**config.mk**
```make
export PLATFORM = sky130hd
export DESIGN_NAME = reset_irq_vector_placement
export DESIGN_NICKNAME = d
export VERILOG_FILES = /design/src/rtl/vector_place_pkg.sv /design/src/rtl/reset_irq_vector_placement.sv /design/src/rtl/vector_addr_calc.sv
export SDC_FILE = /design/constraint.sdc
export NUM_CORES = 1
export LEC_CHECK = 0
export CAP_MARGIN = 15
export CORE_MARGIN = 2
export CORE_UTILIZATION = 60
export CTS_CLUSTER_SIZE = 14
export DETAILED_ROUTE_END_ITERATION = 8
export DONT_BUFFER_PORTS = 1
export PLACE_DENSITY = 0.76
export SYNTH_ARGS = -nofsm -noshare
export SYNTH_HDL_FRONTEND = slang
export SYNTH_SLANG_ARGS = --single-unit
```
**constraint.sdc**
```tcl
create_clock -name i_clk -period 2.4 [get_ports i_clk]
set_input_delay 0.24 -clock i_clk [delete_from_list [all_inputs] [get_ports i_clk]]
set_output_delay 0.24 -clock i_clk [all_outputs]
set_load 0.01 [all_outputs]
```
**src/rtl/vector_place_pkg.sv**
```systemverilog
// Constants for the reset and interrupt vector placement block.
// Assumes a word-addressed program counter of PC_WIDTH bits.
package vector_place_pkg;
  localparam int unsigned PC_WIDTH        = 13;
  localparam int unsigned NUM_IRQ         = 25;
  localparam int unsigned IRQ_IDX_WIDTH   = 5;
  // Reset address when the boot-reset fuse is unprogrammed.
  localparam logic [12:0] RESET_ADDR_APP  = 13'h0000;
  // Application table base; vector n (n=0 is the first interrupt) sits at base + stride*(n+1).
  localparam logic [12:0] APP_VEC_BASE    = 13'h0000;
  // Wide-vector part: two words apart.
  localparam logic [12:0] WIDE_STRIDE     = 13'h0002;
  // One-word-vector part: one word apart.
  localparam logic [12:0] NARROW_STRIDE   = 13'h0001;
  // Default boot reset address for a 2K-byte boot section on the wide part.
  localparam logic [12:0] BOOT_RESET_WIDE = 13'h1C00;
  // Boot reset address for the one-word-vector part with a 2K-byte boot section.
  localparam logic [12:0] BOOT_RESET_NARROW = 13'h0C00;
  // Fuse encoding: 1 is unprogrammed, 0 is programmed.
  localparam logic        FUSE_PROGRAMMED = 1'b0;
endpackage : vector_place_pkg

```
**src/rtl/reset_irq_vector_placement.sv**
```systemverilog
// Reset and interrupt vector placement: picks the fetch address for reset and dispatch.
// Assumes request and enable lines are synchronous to i_clk; the fuse is a static strap.
`timescale 1ns/1ns
`default_nettype none
module reset_irq_vector_placement
  import vector_place_pkg::*;
#(
  parameter bit               ONE_WORD_VECTORS = 1'b0,
  parameter logic [12:0]      BOOT_RESET_ADDR  = BOOT_RESET_WIDE
) (
  // Clock and reset.
  input  wire logic                                  i_clk,
  input  wire logic                                  i_rst,
  // Configuration.
  input  wire logic                                  i_boot_reset_fuse,
  input  wire logic                                  i_vector_select_bit,
  // Interrupt sources, bit n is vector n+1 in the table.
  input  wire logic [vector_place_pkg::NUM_IRQ-1:0]  i_irq_request,
  input  wire logic [vector_place_pkg::NUM_IRQ-1:0]  i_irq_enable,
  // Core handshake.
  input  wire logic                                  i_global_irq_enable,
  input  wire logic                                  i_core_ready,
  // Fetch address toward the program counter.
  output logic      [vector_place_pkg::PC_WIDTH-1:0] o_fetch_addr,
  output logic                                       o_fetch_load,
  output logic                                       o_irq_ack_valid,
  output logic      [vector_place_pkg::IRQ_IDX_WIDTH-1:0] o_irq_ack_index,
  output logic                                       o_reset_fetch
);
  import vector_place_pkg::*;

  // Two-word vectors need an even boot base, or every slot would straddle a pair.
  if (BOOT_RESET_ADDR[0] != 1'b0 && !ONE_WORD_VECTORS) begin : g_bad_boot_addr
    $error("Boot reset address must be even for two-word vectors.");
  end

  typedef enum logic [3:0] {
    ST_RESET  = 4'b0001,
    ST_SETTLE = 4'b0010,
    ST_IDLE   = 4'b0100,
    ST_WAIT   = 4'b1000
  } state_e;

  state_e                   state;
  state_e                   next_state;
  logic                     fuse_sync1;
  logic                     fuse_sync2;
  logic                     sel_sync1;
  logic                     sel_sync2;
  logic [NUM_IRQ-1:0]       pending;
  logic                     any_pending;
  logic [IRQ_IDX_WIDTH-1:0] win_index;
  logic [PC_WIDTH-1:0]      reset_addr;
  logic [PC_WIDTH-1:0]      vec_base;
  logic [PC_WIDTH-1:0]      vec_stride;
  logic [PC_WIDTH-1:0]      vec_addr;

  // The fuse and select bit are treated as slow levels and synchronised before use.
  always_ff @(posedge i_clk or posedge i_rst) begin
    if (i_rst) begin
      fuse_sync1 <= 1'b1;
      fuse_sync2 <= 1'b1;
      sel_sync1  <= 1'b0;
      sel_sync2  <= 1'b0;
    end else begin
      fuse_sync1 <= i_boot_reset_fuse;
      fuse_sync2 <= fuse_sync1;
      sel_sync1  <= i_vector_select_bit;
      sel_sync2  <= sel_sync1;
    end
  end

  // Only enabled and requesting sources count; slots nobody asks for are never fetched.
  always_comb begin
    pending     = i_irq_request & i_irq_enable;
    any_pending = (|pending) && i_global_irq_enable;
  end

  // Priority search from the top down so the lowest index is written last and wins.
  always_comb begin
    win_index = '0;
    for (int i = NUM_IRQ - 1; i >= 0; i--) begin
      if (pending[i]) begin
        win_index = IRQ_IDX_WIDTH'(i);
      end
    end
  end

  // Reset address depends on the fuse alone; vector base on the select bit alone.
  always_comb begin
    if (fuse_sync2 == FUSE_PROGRAMMED) begin
      reset_addr = BOOT_RESET_ADDR;
    end else begin
      reset_addr = RESET_ADDR_APP;
    end
    if (sel_sync2) begin
      vec_base = BOOT_RESET_ADDR;
    end else begin
      vec_base = APP_VEC_BASE;
    end
    if (ONE_WORD_VECTORS) begin
      vec_stride = NARROW_STRIDE;
    end else begin
      vec_stride = WIDE_STRIDE;
    end
  end

  // Table slot arithmetic: slot n+1 times stride, added to base.
  vector_addr_calc #(
    .W (PC_WIDTH)
  ) u_calc (
    .i_base   (vec_base),
    .i_stride (vec_stride),
    .i_index  (win_index),
    .o_addr   (vec_addr)
  );

  // The reset fetch waits until the fuse has passed both synchroniser stages after release;
  // the second stage only carries the real strap from the second edge onward.
  always_comb begin
    case (state)
      ST_RESET:  next_state = ST_SETTLE;
      ST_SETTLE: next_state = ST_WAIT;
      ST_WAIT:  next_state = ST_IDLE;
      ST_IDLE:  next_state = ST_IDLE;
      default:  next_state = ST_RESET;
    endcase
  end

  always_ff @(posedge i_clk or posedge i_rst) begin
    if (i_rst) begin
      state <= ST_RESET;
    end else begin
      state <= next_state;
    end
  end

  // Fetch outputs: one-cycle load pulse with the address held until the next load.
  // Waiting two cycles after release lets the fuse synchroniser fill before the reset fetch.
  always_ff @(posedge i_clk or posedge i_rst) begin
    if (i_rst) begin
      o_fetch_addr    <= RESET_ADDR_APP;
      o_fetch_load    <= 1'b0;
      o_irq_ack_valid <= 1'b0;
      o_irq_ack_index <= '0;
      o_reset_fetch   <= 1'b0;
    end else begin
      o_fetch_load    <= 1'b0;
      o_irq_ack_valid <= 1'b0;
      o_reset_fetch   <= 1'b0;
      if (state == ST_WAIT) begin
        o_fetch_addr  <= reset_addr;
        o_fetch_load  <= 1'b1;
        o_reset_fetch <= 1'b1;
      end else if (state == ST_IDLE && i_core_ready && any_pending && !o_fetch_load) begin
        o_fetch_addr    <= vec_addr;
        o_fetch_load    <= 1'b1;
        o_irq_ack_valid <= 1'b1;
        o_irq_ack_index <= win_index;
      end
    end
  end
endmodule : reset_irq_vector_placement
`default_nettype wire

```
**src/rtl/vector_addr_calc.sv**
```systemverilog
// Address arithmetic for one vector: base plus stride times slot.
// Assumes purely combinational use from the selector in the same clock domain.
`timescale 1ns/1ns
`default_nettype none
module vector_addr_calc
  import vector_place_pkg::*;
#(
  parameter int unsigned W = PC_WIDTH
) (
  // Operands.
  input  wire logic [W-1:0]             i_base,
  input  wire logic [W-1:0]             i_stride,
  input  wire logic [IRQ_IDX_WIDTH-1:0] i_index,
  // Result.
  output logic      [W-1:0]             o_addr
);
  logic [W-1:0] slot;

  // Slot zero is reset, so interrupt index n occupies slot n+1.
  always_comb begin
    slot   = W'(i_index) + W'(1);
    o_addr = W'(i_base + W'(i_stride * slot));
  end
endmodule : vector_addr_calc
`default_nettype wire

```
==> qor.yml <==
seq_area_frac_synth_pct: 43.43
ir_worst_vdd_mv: 0.5064
pwr-share-seq_pct: 60.5
drt_first_iter_violations: 23
seq_area_sq_um: 579.3
grt_max_degree: 24
finalMaxSlewViolations: 0
start_util_pct: 62.09
min_path_cells: 2
path_class: "flop to flop"
hold_viol_final: 0
r2r_slack_ns: 0.26
grt_pass1_vias: 1124
postCtsSetupRepairBufs: 0
yosysUniqueCellTypes: 41
avgSynthCellArea_sq_um: 9.880
switchingPower_uw: 228.1
cp_slowest_cell: "a2111oi_4"
worst-endpoint-arrival_ns: 2.34
powerDensity_nw_per_um2: 569.9
dp_cells: 159
globalplace.congestion: 0.7693
clk_pin_slew_ns: 0.11
p_clk_share_pct: 21.6
vias_per_cell: 6.247
die_area_sq_um: 2616
final_cell_mix: "nand2_1 (26), dfrtp_1 (20), a22oi_1 (8)"
num_rows: 17
fill_cells: 176
yosysTopAreaCell: "dfrtp_1"
die_y_microns: 51.15
dpl.hpwl_microns: 2145
synth_top_area_share_pct: 37.52
max_slew_margin_pct: 36.34
ctsLongestPathBuffers: 2
grt_pass1_wl_microns: 4388
syn_to_final_growth_pct: 3.471
rsz0062_at_grt: "no"
synth_area_sq_um: 1334
final_common_cell: "nand2_1"
hold_class: "input port to flop"
dieWidth_microns: 51.15
worstRegToRegCells: 4
io_buffer_count: 0
cts_num_sinks: 23
cp.required_ns: 2.60
combPwrFrac_pct: 17.9
fin_crit_sh_pct: 89.00
max_stage_delay_ns: 0.85
antenna_found_initial: 0
drive_above_1_share_pct: 12.32
cts_max_level: 1
startpoint_type: "flop"
regToRegEndpoint: "o_irq_ack_index[2]$_DFFE_PP0P_"
status: "finished, final reports clean"
cts_buffers: 3
synth_cells: 135
critPathMaxFanout: 17
synth_seq_cells: 23
tightest_slew_ns: 0.9549
finalNetCount: 196
yosysWarnings: 0
wire_per_inst_microns: 15.75
core_area_sq_um: 2148
drtAntennaViolNets: 0
min_from: "i_core_ready"
cts_root_buffer: "clkbuf_4"
maxCapViolCount: 0
r2r-start: "state[1]$_DFF_PP0_"
dr.pass1.iters: 4
final_cells: 166
tns_ns: 0
insertedDiodeCount: 0
static-leakage-power_uw: 0.0005950
pin_count: 77
fin_worst_skew_ns: 0.004722
dr_total_vias: 1037
switching_share_pct: 29.00
gr-total-overflow: 0
holdPathEnd: "o_irq_ack_valid$_DFF_PP0_"
drc: 0
multi_input_area_sq_um: 698.2
p_int_uw: 558.5
clock_latency_ns: 0.31
final-setup-viol-count: 0
track_usage_pct: 22.67
final_util_pct: 64.24
netlist_top_cells_area: "dfrtp_1 (38%), nand2_1 (7.3%), dfstp_2 (5.9%), a22oi_1 (4.5%), mux2_2 (4.2%)"
min_period_ns: 2.136
crit_chain: "nor2_1 > nand3_1 > a2111oi_4 > mux2_2"
cts_tree: "yes"
finalWirelength_microns: 2614
clock.fmax_ghz: 0.4681
cp-end-kind: "flop"
==> flip-flops by register name, indices dropped and copies added, names as in the netlist <==
register         flops
o_reset_fetch        1
sel_sync1            1
o_irq_ack_index      5
sel_sync2            1
state                4
o_fetch_addr         7
fuse_sync2           1
o_fetch_load         1
fuse_sync1           1
o_irq_ack_valid      1
==> synth_stat cells <==
| cell type | instances |
|---|---|
| nor3_2 | 1 |
| o21ai_0 | 3 |
| and3_1 | 1 |
| ha_1 | 1 |
| a211oi_1 | 2 |
| a32o_1 | 2 |
| a21boi_2 | 1 |
| a221o_1 | 1 |
| inv_1 | 3 |
| and2_4 | 1 |
| nor4b_1 | 2 |
| buf_6 | 1 |
| nand3_2 | 1 |
| and4_1 | 1 |
| mux2_2 | 5 |
| a31oi_1 | 4 |
| mux2i_1 | 3 |
| a21oi_1 | 5 |
| o2111ai_1 | 2 |
| and2_1 | 2 |
| nor2b_1 | 1 |
| dfstp_2 | 3 |
| nand3b_1 | 1 |
| nand3_1 | 5 |
| o211ai_1 | 1 |
| a22oi_2 | 1 |
| o21ai_1 | 1 |
| dfrtp_1 | 20 |
| xor2_1 | 2 |
| nor3_1 | 4 |
| nand2_1 | 26 |
| a32oi_1 | 2 |
| nand4_1 | 1 |
| a22oi_1 | 8 |
| buf_4 | 6 |
| nand2b_1 | 3 |
| a2111oi_4 | 1 |
| conb_1 | 1 |
| xnor2_1 | 1 |
| nor2_1 | 2 |
| a22o_1 | 3 |
==> layout make-up <==
cell class                 instances  area share [%]
tap                               28           2.539
timing repair buffer               3           2.176
sequential                        23           41.98
clock buffer                       4           1.904
multi-input combinational        105           50.59
inverter                           3          0.8160
==> power by group through the flow <==
stage / registers (uW) / clock network, uW / logic (uW)
global route: 482 / 188 / 162
finish: 476 / 170 / 141
detailed placement: 485 / 0 / 138
global placement: 482 / 0 / 131
floorplan: 472 / 0 / 133
CTS: 477 / 179 / 142
==> through the flow <==
step | power [uW] | setup WS (ns) | hold slack (ns) | instance area, sq um
floorplan | 605.6 | 0.5652 | 0.2397 | 1345
finish | 786.5 | 0.2639 | 0.2249 | 1380
global placement | 612.8 | 0.3251 | 0.2445 | 1324
CTS | 797.4 | 0.2646 | 0.2154 | 1380
global route | 832.3 | 0.09816 | 0.2288 | 1380
detailed placement | 622.6 | 0.2885 | 0.2445 | 1324
==> logic make-up after synthesis <==
| logic type | share of synthesized area (%) |
|---|---|
| simple gates | 19.70 |
| compound gates | 22.14 |
| flops | 43.43 |
| buf+inv | 5.065 |
| mux | 6.473 |
| xor+xnor | 1.970 |
| fa+ha+maj | 0.9379 |
| other cells | 0.2812 |
==> worst max-delay path by stage <==
stage	to	from	slack, ns
floorplan	o_fetch_addr[3]$_DFFE_PP0P_	i_irq_request[14]	0.57
global placement	o_fetch_addr[3]$_DFFE_PP0P_	i_irq_request[14]	0.33
detailed placement	o_irq_ack_index[2]$_DFFE_PP0P_	state[1]$_DFF_PP0_	0.29
CTS	o_irq_ack_index[2]$_DFFE_PP0P_	state[1]$_DFF_PP0_	0.26
global route	o_irq_ack_index[2]$_DFFE_PP0P_	state[1]$_DFF_PP0_	0.1
finish	o_irq_ack_index[2]$_DFFE_PP0P_	state[1]$_DFF_PP0_	0.26
==> routing by layer <==
metal	wire (microns)	global-route usage, %	share of wire (%)	vias to the layer above
met1	1059	23.85	41	477
li1	-	-	-	499
met5	0	0	0	-
met3	227	8.187	8.7	8
met4	58	8.559	2.2	0
met2	1269	40.91	49	53
==> timing repair <==
item                                    CTS  global route
resized for setup                         0             0
endpoints found under the setup margin    0             0
hold endpoints to repair                 22             0
hold buffers                              3             0
==> critical path: cells and delay by family, from the launching register on <==
kind / cells / cell delay (ns)
compound gates: 1 / 0.85
flops: 1 / 0.42
mux: 1 / 0.43
simple gates: 2 / 0.34
No activity file was read; power rests on OpenSTA's default activity.
